**config.mk**
```make
export PLATFORM = sky130hd
export DESIGN_NAME = cvw_reg_bank
export DESIGN_NICKNAME = d
export VERILOG_FILES = /design/src/rtl/cvw_pkg.sv /design/src/rtl/cvw_crc_if.sv /design/src/rtl/cvw_crc_engine.sv /design/src/rtl/cvw_reg_bank.sv
export SDC_FILE = /design/constraint.sdc
export NUM_CORES = 2
export LEC_CHECK = 0
export BUFFER_PORTS_ARGS = -buffer_cell sky130_fd_sc_hd__buf_4
export CORE_MARGIN = 1
export CORE_UTILIZATION = 44
export DETAILED_ROUTE_END_ITERATION = 6
export PLACE_DENSITY = 0.63
export SLEW_MARGIN = 20
export SYNTH_ARGS = -nofsm -noshare
export SYNTH_HDL_FRONTEND = slang
export SYNTH_SLANG_ARGS = --single-unit
```
**constraint.sdc**
```tcl
create_clock -name core_clk -period 6.1 [get_ports core_clk]
set_input_delay 0.915 -clock core_clk [delete_from_list [all_inputs] [get_ports core_clk]]
set_output_delay 0.915 -clock core_clk [all_outputs]
set_load 0.01 [all_outputs]
```
**src/rtl/cvw_pkg.sv**
```systemverilog
// Behaviour
// - Write-lock register is eight bits wide; only its three low bits do anything.
// - Lock bit 0 guards 8-bit, bit 1 16-bit, bit 2 24/32-bit registers.
// - Reset clears all lock bits so every register group accepts writes.
// - A write to a locked group is discarded, whichever serial port carried it.
// - Clearing a lock bit restores write access to its group at once.
// - Each successful access loads its address into the 16-bit last-address register.
// - Last-operation register reads 0xca after a write, 0x35 after a read.
// - Last transfer data is readable at 0x0ff, 0x1ff, 0x2ff and 0x3ff by width.
// - Last transfer data holds the value written or returned by the last success.
// - Failed accesses leave last operation, address and data unchanged.
// - A 32-bit read-only checksum register sits at address 0x37f.
// - The checksum is the Ethernet CRC-32 built with a shift register.
// - Covered registers shift in one after another, each LSB first.
// - Six internal reserved registers are also covered by the checksum.
// - Covered set: mode, gains, config, dividers, select, phases, alternate output, accumulation, enables, all calibrations.
// - Checksum is off after reset and runs only while config bit 8 is set.
// - While disabled the checksum register reads 0xfffffffe.
// - Hardware or software reset returns every register to its default.
// - Checksum interrupt is off after reset, enabled by bit 21 at 0x22c/0x32c.
// - Once enabled, the interrupt pin drops while the checksum differs from its snapshot.
// - A 24-bit register and its 32-bit alias share one storage location.
package cvw_pkg;
	localparam logic [15:0] ADDR_LINE_CYCLE_MODE = 16'h0004;
	localparam logic [15:0] ADDR_VOLTAGE_GAIN = 16'h0007;
	localparam logic [15:0] ADDR_CURRENT_A_GAIN = 16'h0008;
	localparam logic [15:0] ADDR_CURRENT_B_GAIN = 16'h0009;
	localparam logic [15:0] ADDR_BANK_WRITE_LOCK = 16'h0040;
	localparam logic [15:0] ADDR_LAST_OPERATION_TYPE = 16'h00fd;
	localparam logic [15:0] ADDR_LAST_DATA_BYTE = 16'h00ff;
	localparam logic [15:0] ADDR_CONFIG = 16'h0102;
	localparam logic [15:0] ADDR_PULSE1_DIVIDER = 16'h0103;
	localparam logic [15:0] ADDR_PULSE2_DIVIDER = 16'h0104;
	localparam logic [15:0] ADDR_PULSE_OUTPUT_SELECT = 16'h0107;
	localparam logic [15:0] ADDR_PHASE_CAL_A = 16'h0108;
	localparam logic [15:0] ADDR_PHASE_CAL_B = 16'h0109;
	localparam logic [15:0] ADDR_ALTERNATE_OUTPUT = 16'h0110;
	localparam logic [15:0] ADDR_LAST_ACCESSED_ADDRESS = 16'h01fe;
	localparam logic [15:0] ADDR_LAST_DATA_HALF = 16'h01ff;
	localparam logic [15:0] ADDR_LAST_DATA_TRIPLE = 16'h02ff;
	localparam logic [15:0] ADDR_CONFIG_CHECKSUM = 16'h037f;
	localparam logic [15:0] ADDR_LAST_DATA_WORD = 16'h03ff;
	// Low byte of the 24-bit registers; the alias bank adds 0x100.
	localparam logic [7:0] LOW_ACCUMULATION_MODE = 8'h01;
	localparam logic [7:0] LOW_CHANNEL_A_IRQ_ENABLE = 8'h2c;
	localparam logic [7:0] LOW_CHANNEL_B_IRQ_ENABLE = 8'h2f;
	localparam logic [7:0] LOW_CAL_BASE = 8'h80;
	localparam int CAL_COUNT = 24;
	localparam logic [CAL_COUNT-1:0] CAL_PRESENT = 24'he7dfff;
	localparam logic [1:0] BANK_8 = 2'h0;
	localparam logic [1:0] BANK_16 = 2'h1;
	localparam logic [1:0] BANK_24 = 2'h2;
	localparam logic [1:0] BANK_32 = 2'h3;
	localparam int LOCK_BIT_8 = 0;
	localparam int LOCK_BIT_16 = 1;
	localparam int LOCK_BIT_WIDE = 2;
	localparam int LOCK_WIDTH = 3;
	localparam int CHECKSUM_ENABLE_BIT = 8;
	localparam int CHECKSUM_IRQ_BIT = 21;
	localparam logic [7:0] OP_WRITE = 8'hca;
	localparam logic [7:0] OP_READ = 8'h35;
	localparam logic [7:0] RESET_LINE_CYCLE_MODE = 8'h40;
	localparam logic [7:0] RESET_GAIN = 8'h00;
	localparam logic [7:0] RESET_LAST_OPERATION = 8'h00;
	localparam logic [15:0] RESET_CONFIG = 16'h8004;
	localparam logic [15:0] RESET_PULSE_DIVIDER = 16'h003f;
	localparam logic [15:0] RESET_PULSE_OUTPUT_SELECT = 16'h0300;
	localparam logic [15:0] RESET_HALF = 16'h0000;
	localparam logic [23:0] RESET_TRIPLE = 24'h000000;
	localparam logic [31:0] RESET_CHECKSUM = 32'hfffffffe;
	localparam logic [31:0] CRC_POLY_REFLECTED = 32'hedb88320;
	localparam logic [31:0] CRC_INIT = 32'hffffffff;
	localparam int RESERVED_COUNT = 6;
	localparam logic [8*RESERVED_COUNT-1:0] RESERVED_IMAGE = 48'h000000000000;
	localparam int IMAGE_WIDTH = 4 * 8 + 7 * 16 + 3 * 24 + 21 * 24 + 8 * RESERVED_COUNT;
endpackage : cvw_pkg

```
**src/rtl/cvw_crc_if.sv**
```systemverilog
`timescale 1ns/1ps
interface cvw_crc_if;
	logic clear;
	logic shift;
	logic bit_in;
	logic [31:0] value;
	modport engine (input clear, input shift, input bit_in, output value);
	modport seq (output clear, output shift, output bit_in, input value);
endinterface : cvw_crc_if

```
**src/rtl/cvw_crc_engine.sv**
```systemverilog
`timescale 1ns/1ps
module cvw_crc_engine (
	input wire logic core_clk,
	input wire logic rst_n,
	cvw_crc_if.engine crc
);
	logic [31:0] lfsr;
	logic feedback;

	assign feedback = lfsr[0] ^ crc.bit_in;

	// Reflected CRC-32 register, fed one bit per clock, least significant bit first.
	always_ff @(posedge core_clk) begin
		if (!rst_n || crc.clear) begin
			lfsr <= cvw_pkg::CRC_INIT;
		end else if (crc.shift) begin
			lfsr <= (lfsr >> 1) ^ (feedback ? cvw_pkg::CRC_POLY_REFLECTED : 32'h00000000);
		end
	end

	assign crc.value = ~lfsr;
endmodule : cvw_crc_engine

```
**src/rtl/cvw_reg_bank.sv**
```systemverilog
`timescale 1ns/1ps
module cvw_reg_bank (
	input wire logic core_clk,
	input wire logic rst_n,
	input wire logic soft_reset,
	input wire logic acc_valid,
	input wire logic acc_write,
	input wire logic [15:0] acc_addr,
	input wire logic [31:0] acc_wdata,
	output logic acc_done,
	output logic acc_ok,
	output logic [31:0] acc_rdata,
	output logic checksum_enabled,
	output logic irq_n
);
	typedef enum {CVW_IDLE, CVW_RUN, CVW_FINISH} cvw_state_t;
	localparam int IDX_W = $clog2(cvw_pkg::IMAGE_WIDTH);
	localparam logic [IDX_W-1:0] LAST_IDX = IDX_W'(cvw_pkg::IMAGE_WIDTH - 1);

	logic clear_all;
	logic [7:0] line_cycle_mode;
	logic [7:0] voltage_gain_select;
	logic [7:0] current_a_gain_select;
	logic [7:0] current_b_gain_select;
	logic [cvw_pkg::LOCK_WIDTH-1:0] bank_write_lock;
	logic [15:0] config_reg;
	logic [15:0] pulse1_divider;
	logic [15:0] pulse2_divider;
	logic [15:0] pulse_output_select;
	logic [15:0] phase_cal_a;
	logic [15:0] phase_cal_b;
	logic [15:0] alternate_output_select;
	logic [23:0] accumulation_mode;
	logic [23:0] channel_a_interrupt_enable;
	logic [23:0] channel_b_interrupt_enable;
	logic [23:0] cal_store [cvw_pkg::CAL_COUNT];
	logic [7:0] last_operation_type;
	logic [15:0] last_accessed_address;
	logic [31:0] last_transfer_data;
	logic [31:0] config_checksum;
	logic [31:0] irq_snapshot;
	logic irq_enable_q;
	logic [31:0] rd_value;
	logic rd_hit;
	logic wr_hit;
	logic locked;
	logic success;
	logic do_write;
	logic covered_write;
	logic dirty;
	logic [IDX_W-1:0] bit_idx;
	logic [cvw_pkg::IMAGE_WIDTH-1:0] image;
	cvw_state_t state;
	cvw_crc_if crc ();

	cvw_crc_engine u_crc (
		.core_clk(core_clk),
		.rst_n(rst_n),
		.crc(crc)
	);

	assign clear_all = !rst_n || soft_reset;

	function automatic logic [31:0] sign_extend(input logic [23:0] v);
		sign_extend = {{8{v[23]}}, v};
	endfunction : sign_extend

	function automatic logic is_wide(input logic [15:0] a);
		is_wide = (a[15:10] == 6'h00) && (a[9:8] == cvw_pkg::BANK_24 || a[9:8] == cvw_pkg::BANK_32);
	endfunction : is_wide

	function automatic logic [31:0] widen(input logic [15:0] a, input logic [23:0] v);
		widen = (a[9:8] == cvw_pkg::BANK_32) ? sign_extend(v) : {8'h00, v};
	endfunction : widen

	function automatic int unsigned cal_index(input logic [7:0] low);
		cal_index = int'(low - cvw_pkg::LOW_CAL_BASE);
	endfunction : cal_index

	function automatic logic is_cal(input logic [7:0] low);
		logic in_range;
		in_range = (low >= cvw_pkg::LOW_CAL_BASE) && (low < cvw_pkg::LOW_CAL_BASE + 8'(cvw_pkg::CAL_COUNT));
		is_cal = in_range && cvw_pkg::CAL_PRESENT[5'(low - cvw_pkg::LOW_CAL_BASE)];
	endfunction : is_cal

	// Read decode; every mapped address is readable, writable ones also flag wr_hit.
	always_comb begin
		rd_value = 32'h00000000;
		rd_hit = 1'b1;
		wr_hit = 1'b1;
		unique case (acc_addr)
			cvw_pkg::ADDR_LINE_CYCLE_MODE: rd_value = {24'h000000, line_cycle_mode};
			cvw_pkg::ADDR_VOLTAGE_GAIN: rd_value = {24'h000000, voltage_gain_select};
			cvw_pkg::ADDR_CURRENT_A_GAIN: rd_value = {24'h000000, current_a_gain_select};
			cvw_pkg::ADDR_CURRENT_B_GAIN: rd_value = {24'h000000, current_b_gain_select};
			cvw_pkg::ADDR_BANK_WRITE_LOCK: rd_value = {29'h00000000, bank_write_lock};
			cvw_pkg::ADDR_CONFIG: rd_value = {16'h0000, config_reg};
			cvw_pkg::ADDR_PULSE1_DIVIDER: rd_value = {16'h0000, pulse1_divider};
			cvw_pkg::ADDR_PULSE2_DIVIDER: rd_value = {16'h0000, pulse2_divider};
			cvw_pkg::ADDR_PULSE_OUTPUT_SELECT: rd_value = {16'h0000, pulse_output_select};
			cvw_pkg::ADDR_PHASE_CAL_A: rd_value = {16'h0000, phase_cal_a};
			cvw_pkg::ADDR_PHASE_CAL_B: rd_value = {16'h0000, phase_cal_b};
			cvw_pkg::ADDR_ALTERNATE_OUTPUT: rd_value = {16'h0000, alternate_output_select};
			cvw_pkg::ADDR_LAST_OPERATION_TYPE: begin
				rd_value = {24'h000000, last_operation_type};
				wr_hit = 1'b0;
			end
			cvw_pkg::ADDR_LAST_ACCESSED_ADDRESS: begin
				rd_value = {16'h0000, last_accessed_address};
				wr_hit = 1'b0;
			end
			cvw_pkg::ADDR_LAST_DATA_BYTE: begin
				rd_value = {24'h000000, last_transfer_data[7:0]};
				wr_hit = 1'b0;
			end
			cvw_pkg::ADDR_LAST_DATA_HALF: begin
				rd_value = {16'h0000, last_transfer_data[15:0]};
				wr_hit = 1'b0;
			end
			cvw_pkg::ADDR_LAST_DATA_TRIPLE: begin
				rd_value = {8'h00, last_transfer_data[23:0]};
				wr_hit = 1'b0;
			end
			cvw_pkg::ADDR_LAST_DATA_WORD: begin
				rd_value = last_transfer_data;
				wr_hit = 1'b0;
			end
			cvw_pkg::ADDR_CONFIG_CHECKSUM: begin
				rd_value = config_checksum;
				wr_hit = 1'b0;
			end
			default: begin
				rd_hit = 1'b0;
				wr_hit = 1'b0;
				if (is_wide(acc_addr)) begin
					rd_hit = 1'b1;
					wr_hit = 1'b1;
					if (acc_addr[7:0] == cvw_pkg::LOW_ACCUMULATION_MODE) begin
						rd_value = widen(acc_addr, accumulation_mode);
					end else if (acc_addr[7:0] == cvw_pkg::LOW_CHANNEL_A_IRQ_ENABLE) begin
						rd_value = widen(acc_addr, channel_a_interrupt_enable);
					end else if (acc_addr[7:0] == cvw_pkg::LOW_CHANNEL_B_IRQ_ENABLE) begin
						rd_value = widen(acc_addr, channel_b_interrupt_enable);
					end else if (is_cal(acc_addr[7:0])) begin
						rd_value = widen(acc_addr, cal_store[cal_index(acc_addr[7:0])]);
					end else begin
						rd_hit = 1'b0;
						wr_hit = 1'b0;
					end
				end
			end
		endcase
	end

	// The lock register itself stays writable so software can always release a bank.
	always_comb begin
		locked = 1'b0;
		if (acc_addr != cvw_pkg::ADDR_BANK_WRITE_LOCK) begin
			unique case (acc_addr[9:8])
				cvw_pkg::BANK_8: locked = bank_write_lock[cvw_pkg::LOCK_BIT_8];
				cvw_pkg::BANK_16: locked = bank_write_lock[cvw_pkg::LOCK_BIT_16];
				cvw_pkg::BANK_24, cvw_pkg::BANK_32: locked = bank_write_lock[cvw_pkg::LOCK_BIT_WIDE];
			endcase
		end
	end

	assign success = acc_valid && (acc_write ? (wr_hit && !locked) : rd_hit);
	assign do_write = success && acc_write;
	assign covered_write = do_write && acc_addr != cvw_pkg::ADDR_BANK_WRITE_LOCK;

	// Configuration and calibration storage.
	always_ff @(posedge core_clk) begin
		if (clear_all) begin
			bank_write_lock <= '0;
			line_cycle_mode <= cvw_pkg::RESET_LINE_CYCLE_MODE;
			voltage_gain_select <= cvw_pkg::RESET_GAIN;
			current_a_gain_select <= cvw_pkg::RESET_GAIN;
			current_b_gain_select <= cvw_pkg::RESET_GAIN;
			config_reg <= cvw_pkg::RESET_CONFIG;
			pulse1_divider <= cvw_pkg::RESET_PULSE_DIVIDER;
			pulse2_divider <= cvw_pkg::RESET_PULSE_DIVIDER;
			pulse_output_select <= cvw_pkg::RESET_PULSE_OUTPUT_SELECT;
			phase_cal_a <= cvw_pkg::RESET_HALF;
			phase_cal_b <= cvw_pkg::RESET_HALF;
			alternate_output_select <= cvw_pkg::RESET_HALF;
			accumulation_mode <= cvw_pkg::RESET_TRIPLE;
			channel_a_interrupt_enable <= cvw_pkg::RESET_TRIPLE;
			channel_b_interrupt_enable <= cvw_pkg::RESET_TRIPLE;
			for (int i = 0; i < cvw_pkg::CAL_COUNT; i++) begin
				cal_store[i] <= cvw_pkg::RESET_TRIPLE;
			end
		end else if (do_write) begin
			unique case (acc_addr)
				cvw_pkg::ADDR_BANK_WRITE_LOCK: bank_write_lock <= acc_wdata[cvw_pkg::LOCK_WIDTH-1:0];
				cvw_pkg::ADDR_LINE_CYCLE_MODE: line_cycle_mode <= acc_wdata[7:0];
				cvw_pkg::ADDR_VOLTAGE_GAIN: voltage_gain_select <= acc_wdata[7:0];
				cvw_pkg::ADDR_CURRENT_A_GAIN: current_a_gain_select <= acc_wdata[7:0];
				cvw_pkg::ADDR_CURRENT_B_GAIN: current_b_gain_select <= acc_wdata[7:0];
				cvw_pkg::ADDR_CONFIG: config_reg <= acc_wdata[15:0];
				cvw_pkg::ADDR_PULSE1_DIVIDER: pulse1_divider <= acc_wdata[15:0];
				cvw_pkg::ADDR_PULSE2_DIVIDER: pulse2_divider <= acc_wdata[15:0];
				cvw_pkg::ADDR_PULSE_OUTPUT_SELECT: pulse_output_select <= acc_wdata[15:0];
				cvw_pkg::ADDR_PHASE_CAL_A: phase_cal_a <= acc_wdata[15:0];
				cvw_pkg::ADDR_PHASE_CAL_B: phase_cal_b <= acc_wdata[15:0];
				cvw_pkg::ADDR_ALTERNATE_OUTPUT: alternate_output_select <= acc_wdata[15:0];
				default: begin
					if (acc_addr[7:0] == cvw_pkg::LOW_ACCUMULATION_MODE) begin
						accumulation_mode <= acc_wdata[23:0];
					end else if (acc_addr[7:0] == cvw_pkg::LOW_CHANNEL_A_IRQ_ENABLE) begin
						channel_a_interrupt_enable <= acc_wdata[23:0];
					end else if (acc_addr[7:0] == cvw_pkg::LOW_CHANNEL_B_IRQ_ENABLE) begin
						channel_b_interrupt_enable <= acc_wdata[23:0];
					end else begin
						cal_store[cal_index(acc_addr[7:0])] <= acc_wdata[23:0];
					end
				end
			endcase
		end
	end

	// Record of the last successful access.
	always_ff @(posedge core_clk) begin
		if (clear_all) begin
			last_operation_type <= cvw_pkg::RESET_LAST_OPERATION;
			last_accessed_address <= cvw_pkg::RESET_HALF;
			last_transfer_data <= 32'h00000000;
		end else if (success) begin
			last_operation_type <= acc_write ? cvw_pkg::OP_WRITE : cvw_pkg::OP_READ;
			last_accessed_address <= acc_addr;
			last_transfer_data <= acc_write ? acc_wdata : rd_value;
		end
	end

	// Answer to the serial front end, one cycle after the request.
	always_ff @(posedge core_clk) begin
		if (clear_all) begin
			acc_done <= 1'b0;
			acc_ok <= 1'b0;
			acc_rdata <= 32'h00000000;
		end else begin
			acc_done <= acc_valid;
			acc_ok <= success;
			acc_rdata <= (acc_valid && !acc_write && success) ? rd_value : 32'h00000000;
		end
	end

	// Covered image; bit 0 enters the generator first.
	always_comb begin
		int pos;
		pos = 0;
		image = '0;
		image[pos +: 8] = line_cycle_mode;
		pos += 8;
		image[pos +: 8] = voltage_gain_select;
		pos += 8;
		image[pos +: 8] = current_a_gain_select;
		pos += 8;
		image[pos +: 8] = current_b_gain_select;
		pos += 8;
		image[pos +: 16] = config_reg;
		pos += 16;
		image[pos +: 16] = pulse1_divider;
		pos += 16;
		image[pos +: 16] = pulse2_divider;
		pos += 16;
		image[pos +: 16] = pulse_output_select;
		pos += 16;
		image[pos +: 16] = phase_cal_a;
		pos += 16;
		image[pos +: 16] = phase_cal_b;
		pos += 16;
		image[pos +: 16] = alternate_output_select;
		pos += 16;
		image[pos +: 24] = accumulation_mode;
		pos += 24;
		image[pos +: 24] = channel_a_interrupt_enable;
		pos += 24;
		image[pos +: 24] = channel_b_interrupt_enable;
		pos += 24;
		for (int i = 0; i < cvw_pkg::CAL_COUNT; i++) begin
			if (cvw_pkg::CAL_PRESENT[i]) begin
				image[pos +: 24] = cal_store[i];
				pos += 24;
			end
		end
		image[pos +: 8 * cvw_pkg::RESERVED_COUNT] = cvw_pkg::RESERVED_IMAGE;
	end

	assign checksum_enabled = config_reg[cvw_pkg::CHECKSUM_ENABLE_BIT];

	// Pass scheduler; a change during a pass leaves dirty set and forces another pass.
	always_ff @(posedge core_clk) begin
		if (clear_all || !checksum_enabled) begin
			state <= CVW_IDLE;
			dirty <= 1'b1;
			bit_idx <= '0;
		end else begin
			unique case (state)
				CVW_IDLE: begin
					bit_idx <= '0;
					if (dirty) begin
						state <= CVW_RUN;
						dirty <= covered_write;
					end else if (covered_write) begin
						dirty <= 1'b1;
					end
				end
				CVW_RUN: begin
					if (covered_write) begin
						dirty <= 1'b1;
					end
					bit_idx <= bit_idx + 1'b1;
					if (bit_idx == LAST_IDX) begin
						state <= CVW_FINISH;
					end
				end
				CVW_FINISH: begin
					if (covered_write) begin
						dirty <= 1'b1;
					end
					state <= CVW_IDLE;
				end
			endcase
		end
	end

	assign crc.clear = (state == CVW_IDLE);
	assign crc.shift = (state == CVW_RUN);
	assign crc.bit_in = image[bit_idx];

	always_ff @(posedge core_clk) begin
		if (clear_all || !checksum_enabled) begin
			config_checksum <= cvw_pkg::RESET_CHECKSUM;
		end else if (state == CVW_FINISH) begin
			config_checksum <= crc.value;
		end
	end

	// Snapshot taken as the checksum interrupt is enabled; pin low while it differs.
	always_ff @(posedge core_clk) begin
		if (clear_all) begin
			irq_enable_q <= 1'b0;
			irq_snapshot <= cvw_pkg::RESET_CHECKSUM;
			irq_n <= 1'b1;
		end else begin
			irq_enable_q <= channel_a_interrupt_enable[cvw_pkg::CHECKSUM_IRQ_BIT];
			if (channel_a_interrupt_enable[cvw_pkg::CHECKSUM_IRQ_BIT] && !irq_enable_q) begin
				irq_snapshot <= config_checksum;
			end
			irq_n <= !(irq_enable_q && channel_a_interrupt_enable[cvw_pkg::CHECKSUM_IRQ_BIT]
				&& config_checksum != irq_snapshot);
		end
	end
endmodule : cvw_reg_bank
```
==> results list <==
- Together, buffers and inverters on the worst path number 2.
- Startpoint kind of the worst setup timing path: input pin
- Violated checks: design-rule violations
* Placement-stage cell area: about 0.060 mm^2
- Later-pin clock latency in the skew report: 0.78 ns
- Post-route DRC: 1
- Setup repair after global routing missed its margin: no
* Number of optimization iterations in the first detailed-route pass: 7
- Derived from the worst setup path, the maximum achievable clock frequency is ~0.21 GHz.
- The cell area that synthesis handed to floorplanning was 0.0567 mm^2.
- Count of placed standard cells including taps: 6,233
- The register with the most flip-flops in the final layout is cal_store.
- Max rail drop VDD: 260 uV
- Hold violation count in the final report: 0
- Max capacitance violation total: 0
- Element type at the critical path end: flop
- Of the available clock period, the critical path in the final layout requires 77.2%.
- Proportion of layout cells with a drive suffix above 1: 18.6%
- Number of pins exceeding their max-slew limit in the final report: 0
- Across all register-to-register paths, the minimum setup slack is around 1.6 ns.
- The worst setup path is of the in2reg kind.
- Setup violations, final: 0
* Biggest fanout along the worst timing path: 16
* Critical path data required time: around 6.7 ns
* Post-CTS setup-driven buffer insertion count: 0
- Detail-routed net length per standard cell: 29.3 um
- Nets: roughly 4,800
- Number of cells on the worst hold path: 2
* Initial drt markers: 6,636
- Port Buffers: around 90
- Overall power: 18,000 uW
- Final period demand of the worst path: 4.71 ns
- At the pin with the least slew margin, the transition time is 1.14 ns.
* Slew headroom: 23.7%
- Routed vias/inst: 6.19
- Clock-pin slew was measured on the worst setup and hold paths at 0.06 ns.
- For the final routed database, the setup TNS stands at 0 ns.
- Clock buffer depth: 3
* Sequence of cells on the critical path: buf_4, nor4_2, and2_1, nand2_1, nor3_2, nor3b_1, nor4_2, nand2_1, nor2_1, buf_4, and2_1
- Yosys printed 0 warnings.
- Flops & latches, synth: about 1,200
* Clock Tree Root: sky130_fd_sc_hd__clkbuf_16
- The startpoint identified for the worst hold timing path is last_transfer_data[15].
- Longest individual stage delay on the worst path: about 0.75 ns
* Area added between synthesis and finish: 12.9%
* Number of rows in the core area: 131
- In the synthesized netlist the dominant register cell turns out to be sky130_fd_sc_hd__edfxtp_1.
- At the worst endpoint, the arrival time is 5.34 ns.
- Total Routed Length: about 190,000 um
- Chip width: 361 um
- The number of antenna violations at the first check in global routing is 16.
- The cell count after synthesis came out at 4,513.
- At the end of routability-driven placement, the weighted congestion stood at 0.969.
* Reg2Reg Launch Point: bit_idx[0]
- Post-CTS repair changed the size of 0 cells.
* Status: finished, violations left
* Starting Density: 44.4%
- The netlist uses between 80 and 90 different library cells.
* Clock tree from TritonCTS: built
* Critical Path Start: acc_addr[10]
- The HPWL after detailed placement is between 100,000 and 150,000 um.
- Share of synthesized registers carrying an async set or reset: 0%
- The min-delay analysis places its worst path in the category reg2reg.
- The total area inside the core boundary comes to roughly 0.13 mm^2.
- Prior to clock tree synthesis, the placed netlist has a worst setup slack of 0.832 ns.
* Post-synthesis area per instance: roughly 13 um^2
- 89 I/O pins were placed.
- H-tree levels: 4
- The number of global-route vias before repair came to 38,400.
* Endpoint of the most critical register-to-register path: u_crc.lfsr[26]
- Counting cells, the worst reg-to-reg path comes to 12.
- For this design the static power due to leakage is 0.0223 uW.
* Worst-case hold path end point: last_transfer_data[15]
- Post-synthesis sequential area ratio: 54.9%
- Power Density: 282 mW/mm^2
- Total via count in the routed design: 40,100
* Total die area: 0.130 mm^2
* Number of hold-repair buffers added at the cts stage: 0
- Post-route antenna net violation count: 0
- Number of enable-type register cells in the synthesized netlist: 760
- Total non-filler cell area in the finished layout: ~0.064 mm^2
- CTS saw 1,174 sinks.
* CTS Buf Count: 132
* Slowest cell on the critical path: sky130_fd_sc_hd__nor4_2
* Pin count of the biggest net entering global routing: roughly 110
- The register with the most flip-flops in the layout has 760 of them.
- The layout has 11,000 filler cells.
* Aggregate global routing overflow: 0
* Die Span Y: 361 um
* Wire length of the first global-routing pass: approximately 270,000 um
- Setup slack of the critical path after layout: 1.39 ns
* Category of cells accounting for the largest share of critical-path delay: simple AND/OR/NAND/NOR gates
- Between clock sinks in the finished design, the worst skew comes to 0.0290 ns.
- Final non-filler cell total: 6,479
* Total routing usage reported by global routing: 28.9%
[cells in the mapped netlist (5+ instances only)]
| cell type | count | share of area, % |
|---|---|---|
| sky130_fd_sc_hd__o211ai_1 | 10 | 0.13 |
| sky130_fd_sc_hd__clkbuf_1 | 272 | 1.8 |
| sky130_fd_sc_hd__a222oi_1 | 23 | 0.41 |
| sky130_fd_sc_hd__a211oi_1 | 22 | 0.29 |
| sky130_fd_sc_hd__a21oi_1 | 223 | 2.0 |
| sky130_fd_sc_hd__a221o_1 | 6 | 0.11 |
| sky130_fd_sc_hd__mux4_2 | 386 | 15 |
| sky130_fd_sc_hd__edfxtp_1 | 760 | 40 |
| sky130_fd_sc_hd__nor3_2 | 16 | 0.28 |
| sky130_fd_sc_hd__a221oi_1 | 32 | 0.49 |
| sky130_fd_sc_hd__a22oi_1 | 77 | 1.0 |
| sky130_fd_sc_hd__and3_1 | 21 | 0.23 |
| sky130_fd_sc_hd__nor2_1 | 158 | 1.0 |
| sky130_fd_sc_hd__o21ai_0 | 73 | 0.64 |
| sky130_fd_sc_hd__mux2_2 | 22 | 0.44 |
| sky130_fd_sc_hd__dfxtp_1 | 414 | 15 |
| sky130_fd_sc_hd__or3_1 | 15 | 0.17 |
| sky130_fd_sc_hd__o2bb2ai_1 | 8 | 0.12 |
| sky130_fd_sc_hd__nand3b_1 | 6 | 0.079 |
| sky130_fd_sc_hd__buf_4 | 23 | 0.30 |
| sky130_fd_sc_hd__inv_1 | 12 | 0.079 |
| sky130_fd_sc_hd__o22ai_1 | 36 | 0.40 |
| sky130_fd_sc_hd__nor3_1 | 50 | 0.44 |
| sky130_fd_sc_hd__and2_1 | 513 | 5.7 |
| sky130_fd_sc_hd__a2111oi_0 | 6 | 0.093 |
| sky130_fd_sc_hd__mux4_1 | 5 | 0.23 |
| sky130_fd_sc_hd__a21boi_1 | 13 | 0.17 |
| sky130_fd_sc_hd__nand3_1 | 96 | 0.85 |
| sky130_fd_sc_hd__nor4_1 | 20 | 0.22 |
| sky130_fd_sc_hd__buf_1 | 28 | 0.19 |
| sky130_fd_sc_hd__nor2b_1 | 28 | 0.31 |
| sky130_fd_sc_hd__a31oi_1 | 25 | 0.28 |
| sky130_fd_sc_hd__o21ai_1 | 11 | 0.097 |
| sky130_fd_sc_hd__mux2i_1 | 150 | 2.7 |
| sky130_fd_sc_hd__nand2b_1 | 51 | 0.56 |
| sky130_fd_sc_hd__nor3b_1 | 9 | 0.12 |
| sky130_fd_sc_hd__xor2_1 | 38 | 0.59 |
| sky130_fd_sc_hd__buf_6 | 23 | 0.46 |
| sky130_fd_sc_hd__nand2_1 | 645 | 4.3 |
| sky130_fd_sc_hd__o31ai_1 | 8 | 0.11 |
| sky130_fd_sc_hd__nand4_1 | 19 | 0.21 |
| sky130_fd_sc_hd__a22o_1 | 6 | 0.093 |
| sky130_fd_sc_hd__buf_2 | 66 | 0.58 |
[where the power goes]
group          internal (uW)  switching [uW]
Combinational            424             749
Sequential              8780             143
Clock                   4580            3360
Total                  13800            4250
[kinds of logic after synthesis]
kind of cell,share of synthesized area [%]
other,0.00662
multiplexers,18.7
AND/OR/NAND/NOR,15.0
buffers and inverters,3.52
XOR/XNOR,0.634
AO/OA/AOI/OAI,7.15
flip-flops,54.9
adder cells (fa/ha/maj),0.0883
[layout make-up]
| class | instances | area, um^2 | share of cell area [%] |
|---|---|---|---|
| inverter | 13 | 56.3 | 0.0880 |
| multi-input combinational | 3165 | 24700 | 38.6 |
| timing repair buffer | 219 | 1760 | 2.75 |
| clock inverter | 59 | 508 | 0.794 |
| tap | 1662 | 2080 | 3.25 |
| sequential | 1174 | 31100 | 48.6 |
| antenna | 5 | 12.5 | 0.0196 |
| clock buffer | 182 | 3760 | 5.88 |
[tightest hold or removal path: cells and delay by family (launching register included)]
kind / cells / cell delay (ns)
AO/OA/AOI/OAI: 1 / 0.05
flip-flops: 1 / 0.31
AND/OR/NAND/NOR: 1 / 0.05
[per-stage QoR]
step | util [%] | hold slack [ns]
after floorplan | - | 0.393
after global placement | 46.7 | 0.439
after detailed placement | 46.7 | 0.448
after CTS | 50.1 | 0.414
after global routing | 50.1 | 0.473
final | 50.1 | 0.455
[worst max path at each step]
stage	end	slack [ns]	cells after the start
floorplan	cal_store[18][0]	1.06	10
global placement	cal_store[16][0]	0.97	11
detailed placement	cal_store[16][1]	0.83	11
CTS	u_crc.lfsr[26]	1.51	12
global route	u_crc.lfsr[26]	1.28	12
finish	cal_store[16][16]	1.39	11
[metal layers]
layer	track usage (%)	part of all wire [%]	vias to the layer above
li1	-	-	17000
met1	39.8	39	20000
met2	43.4	44	2599
met3	5.86	11	515
met4	14.7	5.4	2
met5	0	0.0037	-
[cells in the final DEF, fill, tap and decap left out, types with 21 or more instances in the layout]
master,instances
sky130_fd_sc_hd__a211oi_1,22
sky130_fd_sc_hd__a21oi_1,222
sky130_fd_sc_hd__a221oi_1,32
sky130_fd_sc_hd__a222oi_1,23
sky130_fd_sc_hd__a22oi_1,77
sky130_fd_sc_hd__a31oi_1,25
sky130_fd_sc_hd__and2_1,513
sky130_fd_sc_hd__and3_1,21
sky130_fd_sc_hd__buf_4,209
sky130_fd_sc_hd__clkbuf_1,31
sky130_fd_sc_hd__clkbuf_16,139
sky130_fd_sc_hd__clkinv_1,21
sky130_fd_sc_hd__conb_1,256
sky130_fd_sc_hd__dfxtp_1,409
sky130_fd_sc_hd__edfxtp_1,760
sky130_fd_sc_hd__mux2_2,22
sky130_fd_sc_hd__mux2i_1,150
sky130_fd_sc_hd__mux4_2,386
sky130_fd_sc_hd__nand2_1,645
sky130_fd_sc_hd__nand2b_1,50
sky130_fd_sc_hd__nand3_1,96
sky130_fd_sc_hd__nor2_1,157
sky130_fd_sc_hd__nor2b_1,25
sky130_fd_sc_hd__nor3_1,46
sky130_fd_sc_hd__o21ai_0,52
sky130_fd_sc_hd__o21ai_2,21
sky130_fd_sc_hd__o22ai_1,36
sky130_fd_sc_hd__xor2_1,38
No activity file was read; power rests on OpenSTA's default activity.
